**src/dbgeac_pkg.sv**
```systemverilog
// package: register map, field positions and codes for the debug event action control block
`default_nettype none
package dbgeac_pkg;
  localparam logic [7:0] OFF_STATUS   = 8'h00;
  localparam logic [7:0] OFF_EXT_SPEC = 8'h08;
  localparam logic [7:0] OFF_RES_SPEC = 8'h0c;
  localparam logic [7:0] OFF_SW_SPEC  = 8'h10;
  localparam logic [7:0] OFF_TR0_SPEC = 8'h20;
  localparam logic [7:0] OFF_TR1_SPEC = 8'h24;
  localparam logic [7:0] OFF_SRV_CTRL = 8'hbc;

  localparam int ST_DE     = 0;
  localparam int ST_HALT   = 1;
  localparam int ST_HMASK  = 2;
  localparam int ST_SUSPEND_STATE   = 4;
  localparam int ST_PSUSP  = 6;
  localparam int ST_POSTED_EVENT   = 7;
  localparam int ST_ORG_LO = 8;

  localparam int SP_BBM  = 3;
  localparam int SP_SUSPEND_STATE = 5;
  localparam int SP_CMB  = 8;

  localparam int SR_TOS  = 10;
  localparam int SR_SRE  = 12;
  localparam int SR_SRR  = 13;
  localparam int SR_CLR  = 14;
  localparam int SR_SET  = 15;

  localparam logic [31:0] SPEC_MASK  = 32'h0000_002f;
  localparam logic [31:0] TRIG_MASK  = 32'h0000_0f2f;
  localparam logic [31:0] SRV_MASK   = 32'h0000_1cff;
  localparam logic [31:0] SPEC_RESET = 32'h0000_0000;
  localparam logic [31:0] SRV_RESET  = 32'h0000_0000;

  localparam logic [4:0] ORG_EXT = 5'h00;
  localparam logic [4:0] ORG_RES = 5'h01;
  localparam logic [4:0] ORG_SW  = 5'h02;
  localparam logic [4:0] ORG_TR0 = 5'h10;

  localparam logic [2:0] ACT_NONE  = 3'h0;
  localparam logic [2:0] ACT_PULSE = 3'h1;
  localparam logic [2:0] ACT_HALT  = 3'h2;
  localparam logic [2:0] ACT_TRAP  = 3'h3;
  localparam logic [2:0] ACT_SWBRK = 3'h4;

  typedef enum logic [1:0] {DBGEAC_IDLE, DBGEAC_DATA} dbgeac_bus_t;
endpackage : dbgeac_pkg
`default_nettype wire

```
**src/dbgeac_top.sv**
```systemverilog
// debug event action control: status word, event specifiers, software break service request
//
// Contract
// RL1 - status bit 0 shows debug enabled at reset
// RL2 - halt bits 2:1, upper masks, reads zero
// RL3 - write 10 clears, 11 sets if enabled
// RL4 - halt field reads 00 running, 01 halted
// RL5 - bit 4 is suspend level, writable
// RL6 - bit 6 holds previous suspend level
// RL7 - bit 7 posted event, writable, hardware set
// RL8 - bits 12:8 record last event source
// RL9 - three-bit action code selects response
// RL10 - codes 101 to 111 act as none
// RL11 - bit 3 selects break before commit
// RL12 - bit 5 value driven onto suspend
// RL13 - trigger events with data always break after
// RL14 - trigger bits 8 to 11 combine enables
// RL15 - service priority in bits 7:0
// RL16 - service target in bits 11:10
// RL17 - bit 12 enables service request
// RL18 - bit 13 pending flag, read only
// RL19 - bit 14 clears pending unless set too
// RL20 - bit 15 sets pending, reads zero
// RL21 - no events unless debug enabled
// RL22 - halt or trap updates origin, pulses break-out
// RL23 - debugger resumes halted core with 10
// RL24 - software breakpoint action sets pending flag
// RL25 - reserved bits read zero, ignore writes
`default_nettype none
module dbgeac_top
  import dbgeac_pkg::*;
(
  // clock and reset
  input  wire logic        mclk,
  input  wire logic        reset_n,
  // ahb-lite slave
  input  wire logic        hsel,
  input  wire logic [31:0] haddr,
  input  wire logic [1:0]  htrans,
  input  wire logic        hwrite,
  input  wire logic [2:0]  hsize,
  input  wire logic [31:0] hwdata,
  input  wire logic        hready,
  output logic      [31:0] hrdata,
  output logic             hreadyout,
  output logic             hresp,
  // debug strap and event sources
  input  wire logic        debug_strap,
  input  wire logic        break_in_pin_n,
  input  wire logic        resource_access,
  input  wire logic        debug_instr,
  input  wire logic [1:0]  trigger_fire,
  input  wire logic [1:0]  trigger_has_data,
  // core side
  output logic             break_out_pin_n,
  output logic             halted,
  output logic             trap_req,
  output logic             stop_before_commit,
  output logic             suspend_out,
  output logic             service_req,
  output logic [7:0]       service_priority,
  output logic [1:0]       service_target,
  output logic [7:0]       combine_enables
);

  logic        debug_enabled_q, strap_taken_q;
  logic        halt_q, suspend_state_q, prior_suspend_state_q, posted_q, pending_q;
  logic [4:0]  origin_q;
  logic [31:0] spec_q [5];
  logic [31:0] srv_q;
  logic        wr_pend_q, rd_pend_q;
  logic [7:0]  addr_q;
  logic [2:0]  brk_sync_q;
  logic        brk_seen_q;
  logic        brk_pulse_q, trap_q, sbc_q, spend_q;

  // reserved codes behave as none
  function automatic logic [2:0] act_of(input logic [31:0] spec);
    act_of = (spec[2:0] > ACT_SWBRK) ? ACT_NONE : spec[2:0];  // see RL10
  endfunction : act_of

  // strap caught after reset release
  always_ff @(posedge mclk or negedge reset_n) begin
    if (!reset_n) begin
      debug_enabled_q <= 1'b0;
      strap_taken_q   <= 1'b0;
    end else if (!strap_taken_q) begin
      debug_enabled_q <= debug_strap;  // see RL1
      strap_taken_q   <= 1'b1;
    end
  end

  // bus address phase capture
  wire take = hsel && hready && htrans[1];
  always_ff @(posedge mclk or negedge reset_n) begin
    if (!reset_n) begin
      wr_pend_q <= 1'b0;
      rd_pend_q <= 1'b0;
      addr_q    <= 8'h00;
    end else begin
      wr_pend_q <= take && hwrite;
      rd_pend_q <= take && !hwrite;
      if (take) begin
        addr_q <= haddr[7:0];
      end
    end
  end

  wire wr_st  = wr_pend_q && (addr_q == OFF_STATUS);
  wire wr_srv = wr_pend_q && (addr_q == OFF_SRV_CTRL);

  // break-in pin: three-stage sync, active low, falling edge once stages agree
  always_ff @(posedge mclk or negedge reset_n) begin
    if (!reset_n) begin
      brk_sync_q <= 3'b111;
      brk_seen_q <= 1'b0;
    end else begin
      brk_sync_q <= {brk_sync_q[1:0], break_in_pin_n};
      if (brk_sync_q[1] == brk_sync_q[2]) begin
        brk_seen_q <= !brk_sync_q[2];
      end
    end
  end
  wire brk_fall = (brk_sync_q[1] == brk_sync_q[2]) && !brk_sync_q[2] && !brk_seen_q;

  // event selection, fixed priority ext, resource, sw, trigger 0, trigger 1
  logic       ev_fire;
  logic [2:0] ev_idx;
  logic [4:0] ev_org;
  always_comb begin
    ev_fire = debug_enabled_q;  // see RL21
    ev_idx  = 3'd0;
    ev_org  = ORG_EXT;
    if (brk_fall) begin
      ev_idx = 3'd0;
      ev_org = ORG_EXT;
    end else if (resource_access) begin
      ev_idx = 3'd1;
      ev_org = ORG_RES;
    end else if (debug_instr) begin
      ev_idx = 3'd2;
      ev_org = ORG_SW;
    end else if (trigger_fire[0]) begin
      ev_idx = 3'd3;
      ev_org = ORG_TR0;  // see RL8
    end else if (trigger_fire[1]) begin
      ev_idx = 3'd4;
      ev_org = ORG_TR0 + 5'd1;
    end else begin
      ev_fire = 1'b0;
    end
  end
  wire [2:0] ev_act = ev_fire ? act_of(spec_q[ev_idx]) : ACT_NONE;  // see RL9
  wire       ev_bbm = spec_q[ev_idx][SP_BBM] &&
                      !(ev_idx >= 3'd3 && trigger_has_data[ev_idx[0] ? 0 : 1]);  // see RL13
  wire       ev_brk = (ev_act == ACT_HALT) || (ev_act == ACT_TRAP);

  // event specifier registers
  always_ff @(posedge mclk or negedge reset_n) begin
    if (!reset_n) begin
      for (int i = 0; i < 5; i++) begin
        spec_q[i] <= SPEC_RESET;
      end
    end else if (wr_pend_q) begin
      case (addr_q)
        OFF_EXT_SPEC: spec_q[0] <= hwdata & SPEC_MASK;  // see RL25
        OFF_RES_SPEC: spec_q[1] <= hwdata & SPEC_MASK;
        OFF_SW_SPEC:  spec_q[2] <= hwdata & SPEC_MASK;
        OFF_TR0_SPEC: spec_q[3] <= hwdata & TRIG_MASK;  // see RL14
        OFF_TR1_SPEC: spec_q[4] <= hwdata & TRIG_MASK;
        default: ;
      endcase
    end
  end

  // halt bit
  always_ff @(posedge mclk or negedge reset_n) begin
    if (!reset_n) begin
      halt_q <= 1'b0;
    end else if (ev_act == ACT_HALT) begin
      halt_q <= 1'b1;
    end else if (wr_st && hwdata[ST_HMASK]) begin  // see RL2
      if (!hwdata[ST_HALT]) begin
        halt_q <= 1'b0;  // see RL3
      end else if (debug_enabled_q) begin
        halt_q <= 1'b1;  // see RL3
      end
    end
  end

  // suspend level and its previous value
  always_ff @(posedge mclk or negedge reset_n) begin
    if (!reset_n) begin
      suspend_state_q       <= 1'b0;
      prior_suspend_state_q <= 1'b0;
    end else if (ev_act != ACT_NONE) begin
      suspend_state_q       <= spec_q[ev_idx][SP_SUSPEND_STATE];  // see RL12
      prior_suspend_state_q <= suspend_state_q;  // see RL6
    end else if (wr_st) begin
      suspend_state_q       <= hwdata[ST_SUSPEND_STATE];  // see RL5
      prior_suspend_state_q <= suspend_state_q;
    end
  end

  // posted event flag and origin; hardware set wins over a software write
  always_ff @(posedge mclk or negedge reset_n) begin
    if (!reset_n) begin
      posted_q <= 1'b0;
      origin_q <= 5'h00;
    end else begin
      if (ev_act != ACT_NONE) begin
        posted_q <= 1'b1;  // see RL7
      end else if (wr_st) begin
        posted_q <= hwdata[ST_POSTED_EVENT];
      end
      if (ev_act != ACT_NONE) begin
        origin_q <= ev_org;  // see RL22
      end
    end
  end

  // service request control and pending flag; set wins over clear
  always_ff @(posedge mclk or negedge reset_n) begin
    if (!reset_n) begin
      srv_q     <= SRV_RESET;
      pending_q <= 1'b0;
    end else begin
      if (wr_srv) begin
        srv_q <= hwdata & SRV_MASK;  // see RL15
      end
      if (ev_act == ACT_SWBRK || (wr_srv && hwdata[SR_SET])) begin  // see RL24
        pending_q <= 1'b1;  // see RL20
      end else if (wr_srv && hwdata[SR_CLR]) begin
        pending_q <= 1'b0;  // see RL19
      end
    end
  end

  // core-side event outputs
  always_ff @(posedge mclk or negedge reset_n) begin
    if (!reset_n) begin
      brk_pulse_q <= 1'b0;
      trap_q      <= 1'b0;
      sbc_q       <= 1'b0;
      spend_q     <= 1'b0;
    end else begin
      brk_pulse_q <= (ev_act == ACT_PULSE) || ev_brk;  // see RL22
      trap_q      <= ev_act == ACT_TRAP;
      if (ev_brk) begin
        sbc_q <= ev_bbm;  // see RL11
      end
      spend_q <= pending_q && srv_q[SR_SRE] && (srv_q[7:0] != 8'h00);  // see RL17
    end
  end

  // read mux, data phase register
  logic [31:0] rd_d;
  always_comb begin
    rd_d = 32'h0000_0000;
    case (addr_q)
      OFF_STATUS: begin
        rd_d[ST_DE]               = debug_enabled_q;
        rd_d[ST_HALT]             = halt_q;  // see RL4
        rd_d[ST_SUSPEND_STATE]             = suspend_state_q;
        rd_d[ST_PSUSP]            = prior_suspend_state_q;
        rd_d[ST_POSTED_EVENT]             = posted_q;
        rd_d[ST_ORG_LO +: 5]      = origin_q;
      end
      OFF_EXT_SPEC: rd_d = spec_q[0];
      OFF_RES_SPEC: rd_d = spec_q[1];
      OFF_SW_SPEC:  rd_d = spec_q[2];
      OFF_TR0_SPEC: rd_d = spec_q[3];
      OFF_TR1_SPEC: rd_d = spec_q[4];
      OFF_SRV_CTRL: begin
        rd_d         = srv_q;
        rd_d[SR_SRR] = pending_q;  // see RL18
      end
      default: rd_d = 32'h0000_0000;
    endcase
  end

  always_ff @(posedge mclk or negedge reset_n) begin
    if (!reset_n) begin
      hrdata <= 32'h0000_0000;
    end else if (take && !hwrite) begin
      hrdata <= 32'h0000_0000;
    end else if (rd_pend_q) begin
      hrdata <= rd_d;
    end
  end

  // one wait state on reads so hrdata leaves a flop
  always_ff @(posedge mclk or negedge reset_n) begin
    if (!reset_n) begin
      hreadyout <= 1'b1;
    end else begin
      hreadyout <= !(take && !hwrite);
    end
  end

  always_ff @(posedge mclk or negedge reset_n) begin
    if (!reset_n) begin
      hresp              <= 1'b0;
      break_out_pin_n    <= 1'b1;
      halted             <= 1'b0;
      trap_req           <= 1'b0;
      stop_before_commit <= 1'b0;
      suspend_out        <= 1'b0;
      service_req        <= 1'b0;
      service_priority   <= 8'h00;
      service_target     <= 2'b00;
      combine_enables    <= 8'h00;
    end else begin
      hresp              <= 1'b0;
      break_out_pin_n    <= !brk_pulse_q;
      halted             <= halt_q;
      trap_req           <= trap_q;
      stop_before_commit <= sbc_q;
      suspend_out        <= suspend_state_q;
      service_req        <= spend_q;
      service_priority   <= srv_q[7:0];
      service_target     <= srv_q[SR_TOS +: 2];  // see RL16
      combine_enables    <= {spec_q[4][SP_CMB +: 4], spec_q[3][SP_CMB +: 4]};
    end
  end

  // assertions
  a_halt_needs_enable: assert property (@(posedge mclk) disable iff (!reset_n)  // see RL3
    $rose(halt_q) |-> debug_enabled_q) else $error("halt set while debug disabled");
  a_halt_clear_code: assert property (@(posedge mclk) disable iff (!reset_n)  // see RL3
    (wr_st && hwdata[2:1] == 2'b10 && ev_act != ACT_HALT) |=> !halt_q)
    else $error("halt not cleared by code 10");
  a_halt_no_mask: assert property (@(posedge mclk) disable iff (!reset_n)  // see RL2
    (wr_st && !hwdata[ST_HMASK] && ev_act != ACT_HALT) |=> $stable(halt_q))
    else $error("halt changed without mask");
  a_no_evt_disabled: assert property (@(posedge mclk) disable iff (!reset_n)  // see RL21
    (!debug_enabled_q && !wr_st) |=> $stable(posted_q) && $stable(origin_q) && !trap_q)
    else $error("event while disabled");
  a_strap_held: assert property (@(posedge mclk) disable iff (!reset_n)  // see RL1
    strap_taken_q |=> $stable(debug_enabled_q))
    else $error("debug enable changed after capture");
  a_reserved_code: assert property (@(posedge mclk) disable iff (!reset_n)  // see RL10
    (ev_fire && spec_q[ev_idx][2:0] > 3'd4) |-> ev_act == ACT_NONE)
    else $error("reserved action acted");
  a_origin_hold: assert property (@(posedge mclk) disable iff (!reset_n)  // see RL10
    ev_act == ACT_NONE |=> $stable(origin_q)) else $error("origin moved without action");
  a_brk_out_pulse: assert property (@(posedge mclk) disable iff (!reset_n)  // see RL22
    ev_brk |-> ##2 !break_out_pin_n) else $error("break-out missing");
  a_origin_update: assert property (@(posedge mclk) disable iff (!reset_n)  // see RL22
    ev_brk |=> origin_q == $past(ev_org)) else $error("origin not updated");
  a_set_wins: assert property (@(posedge mclk) disable iff (!reset_n)  // see RL20
    (wr_srv && hwdata[SR_SET]) |=> pending_q) else $error("pending not set");
  a_clear_pend: assert property (@(posedge mclk) disable iff (!reset_n)  // see RL19
    (wr_srv && hwdata[SR_CLR] && !hwdata[SR_SET] && ev_act != ACT_SWBRK) |=> !pending_q)
    else $error("pending not cleared");
  a_swbrk_pend: assert property (@(posedge mclk) disable iff (!reset_n)  // see RL24
    ev_act == ACT_SWBRK |=> pending_q) else $error("sw break did not pend");
  a_data_after: assert property (@(posedge mclk) disable iff (!reset_n)  // see RL13
    (ev_brk && ev_idx >= 3'd3 && trigger_has_data[ev_idx == 3'd3 ? 0 : 1]) |=> !sbc_q)
    else $error("data trigger broke before commit");
  a_suspend_state_value: assert property (@(posedge mclk) disable iff (!reset_n)  // see RL12
    ev_act != ACT_NONE |=> suspend_state_q == $past(spec_q[ev_idx][SP_SUSPEND_STATE]))
    else $error("suspend value wrong");

  // covers for the main scenarios
  c_halt_evt: cover property (@(posedge mclk) disable iff (!reset_n) ev_act == ACT_HALT);
  c_pin_evt:  cover property (@(posedge mclk) disable iff (!reset_n) brk_fall && debug_enabled_q);
  c_trap_evt: cover property (@(posedge mclk) disable iff (!reset_n) ev_act == ACT_TRAP);
  c_srv_req:  cover property (@(posedge mclk) disable iff (!reset_n) $rose(service_req));
  c_resume:   cover property (@(posedge mclk) disable iff (!reset_n) $fell(halt_q));

endmodule : dbgeac_top
`default_nettype wire

```
**config.mk**
```make
export PLATFORM = sky130hd
export DESIGN_NAME = dbgeac_top
export DESIGN_NICKNAME = d
export VERILOG_FILES = /design/src/dbgeac_pkg.sv /design/src/dbgeac_top.sv
export SDC_FILE = /design/constraint.sdc
export NUM_CORES = 1
export LEC_CHECK = 0
export BUFFER_PORTS_ARGS = -buffer_cell sky130_fd_sc_hd__buf_4
export CORE_MARGIN = 2
export CORE_UTILIZATION = 40
export CTS_CLUSTER_SIZE = 25
export DETAILED_ROUTE_END_ITERATION = 10
export PLACE_DENSITY = 0.61
export RECOVER_POWER = 25
export SLEW_MARGIN = 20
export SYNTH_ARGS = -nofsm -noshare
export SYNTH_HDL_FRONTEND = slang
export SYNTH_SLANG_ARGS = --single-unit
```
**constraint.sdc**
```tcl
create_clock -name mclk -period 3.4 [get_ports mclk]
set_input_delay 0.34 -clock mclk [delete_from_list [all_inputs] [get_ports mclk]]
set_output_delay 0.34 -clock mclk [all_outputs]
set_load 0.02 [all_outputs]
```
==> impl_metrics.toml <==
[status]
status = "finished with violations"
violations = "capacitance limit, slew limit"

[clock_network]
worstSkewPairLatency_ns = 0.35
cts.path.max_buffers = 2
clock_sinks = 111
cts_inserted_buffers = 9
cts_max_level = 3
clkSlewWorstSetupHoldPaths_ns = 0.07
cts_root_buf = "clkbuf_16"
cts_tree = "yes"
cts_setup_buffers = 0
postCtsHoldBufs = 0
cts_resized = 0

[grt]
first_global_vias = 3337
antenna_found_initial = 0
grt-ovfl-total = 0
grt_usage_pct = 18.5
grt_pass1_wl_um = 18100
grt_max_degree = 80

[timing]
hold_ws_ns = 0.0999
hold_violations = 0
period_share_pct = 77.9
max-slew-margin-rel_pct = -29.5
max_freq_mhz = 378
rsz0062_at_grt = "no"
skew_ns = 0.00933
fin_crit_ns = 2.65
setup_viol = 0
final.setup.tns_ns = 0
worstMarginPinSlew_ns = 1.94
drv_slew = 80

[yosys]
synth_top_family_by_area = "multiplexers"
synth-warning-count = 0
muxShareOfSynthArea_pct = 17.3
synthXorXnorAreaFrac_pct = 0
synth_cell_types = 54
async_flop_share_pct = 100
yosys.area_share.simple_pct = 9.66
syn_inst = 389
synth_compound_area_share_pct = 10.1
synth_fa_ha_area_share_pct = 0.258
ys_ff_latch = 111
synth_flop_cell = "dfrtp_1"
synth_edf_count = 0
yosysSeqAreaShare_pct = 57.4
syn_area_um2 = 4850
syn_area_per_cell_um2 = 12.5

[floorplanning]
die_h_um = 114
start_util_pct = 40.7
die_w_um = 114
io_pins = 140
coreArea_um2 = 11900
placement_rows = 40
die_area_um2 = 13000

[placed_design]
port_buffers = 75
gp_congestion = 0.852
dp_hpwl_um = 8290
place_inst = 607
placed_area_um2 = 5530

[layout]
final_core_util_pct = 48.7
fin_cells = 622
layout_commonest_cell = "dfrtp_1"
final_cell_mix = "106 x dfrtp_1, 81 x buf_4, 55 x mux2_2"
n_fill_cell = 1084
antennaDiodeCount = 0
drive_gt1_share_pct = 35.6
area_growth_pct = 19.7
postLayoutCellArea_um2 = 5800
nets = 554

[power_and_ir_drop]
power.leakage_nw = 2.58
irDropWorstVdd_uv = 247
power.density_nw_per_um2 = 520

[critical_path]
required_ns = 3.63
cp-start-kind = "flop"
cp.arrival_ns = 2.88
crit_fanout = 11
crit_type = "flop to flop"
crit_path_end_kind = "flop"

[drt]
vias = 3360
drt-initial-drc-count = 285
wl_per_cell_um = 18.5
ant_nets = 0
wirelength_um = 11500
dr.pass1.iters = 4
drc = 0
viasPerCell = 5.40

[hold_path]
holdCritPathClass = "primary input to flop"

[flow_run]
drv_cap = 1
==> layout make-up <==
class	instances	area (um2)	area share, %
multi-input combinational	252	1890	32.5
clock inverter	5	43.8	0.755
timing repair buffer	83	621	10.7
clock buffer	10	229	3.95
sequential	111	2780	48.0
inverter	14	52.6	0.906
tap	147	184	3.17
==> synthesized netlist by cell type (all sizes together), types with 2 or more instances <==
cell type | n | area share (%)
conb | 2 | 0.15
clkbuf | 7 | 0.54
nor4 | 4 | 0.52
mux2i | 17 | 3.8
o211ai | 10 | 1.5
inv | 14 | 1.1
and3 | 4 | 0.52
and2 | 2 | 0.26
a21oi | 12 | 1.2
or3 | 2 | 0.26
a21o | 2 | 0.31
or2 | 2 | 0.26
a31oi | 3 | 0.70
o21ai | 16 | 1.7
a22oi | 5 | 0.77
a211o | 2 | 0.39
o22ai | 2 | 0.26
dfstp | 5 | 2.7
nand3 | 8 | 0.83
nor3 | 6 | 0.72
nor2 | 13 | 1.1
a222oi | 6 | 1.2
nor2b | 5 | 0.70
mux2 | 56 | 13
a221oi | 3 | 0.54
buf | 23 | 3.4
nand2b | 4 | 0.67
nor3b | 6 | 0.93
nand2 | 27 | 2.1
dfrtp | 106 | 55
==> worst paths after layout <==
check | start | end | slack (ns) | depth (start not counted)
min | break_in_pin_n | brk_sync_q[0] | 0.1 | 1
max reg2reg | brk_sync_q[1] | origin_q[4] | 0.75 | 8
min in group asynchronous | reset_n | trap_req | 0.52 | 1
max in group asynchronous | reset_n | brk_sync_q[0] | 1.63 | 2
max | brk_sync_q[1] | origin_q[4] | 0.75 | 8
min reg2reg | brk_pulse_q | break_out_pin_n | 0.35 | 1
==> logic make-up (layout without fill, tap and decap cells) <==
kind of cell | count (synthesis) | after routing
DFF | 111 | 111
buffers and inverters | 44 | 112
AOI/OAI and AO/OA | 69 | 69
and+or+nand+nor | 88 | 88
adders and majority gates | 1 | 1
muxes | 74 | 74
other | 2 | 20
==> layer usage <==
metal	global-route usage, %	share of wire (%)	up-vias
met5	0	0	-
met4	6.50	1.3	0
met3	4.50	7.2	14
met2	29.8	49	111
met1	24.4	42	1694
li1	-	-	1541
==> worst max-delay path, cell delays in order (launching register included) <==
cell and delay (ns):
dfstp_2 0.53, inv_1 0.04, ha_1 0.24, nand2b_4 0.14, nand3_1 0.33, o21ai_0 0.35
o21ai_0 0.23, mux2i_4 0.36, mux2_4 0.33
==> where the power goes <==
part | leakage [nW] | switching [mW] | internal, mW
combinational | 1.13 | 0.256 | 0.216
clock | 0.127 | 0.475 | 0.502
sequential | 1.32 | 0.107 | 1.46
total | 2.58 | 0.838 | 2.17
==> state kept, by name (all words and copies together), names as in the netlist, 2 cells and up <==
signal and flops:
addr_q 8, brk_sync_q 3, combine_enables 8, hrdata 14, origin_q 3, service_priority 8
service_target 2, spec_q 33, srv_q 11
==> per-stage QoR <==
step	worst slack, ns	power, mW
6_report	0.752	3.01
5_1_grt	0.567	3.17
4_1_cts	0.738	3.04
3_5_place_dp	0.761	2.06
3_3_place_gp	0.770	2.05
2_1_floorplan	0.887	1.86
No activity file was read; power rests on OpenSTA's default activity.
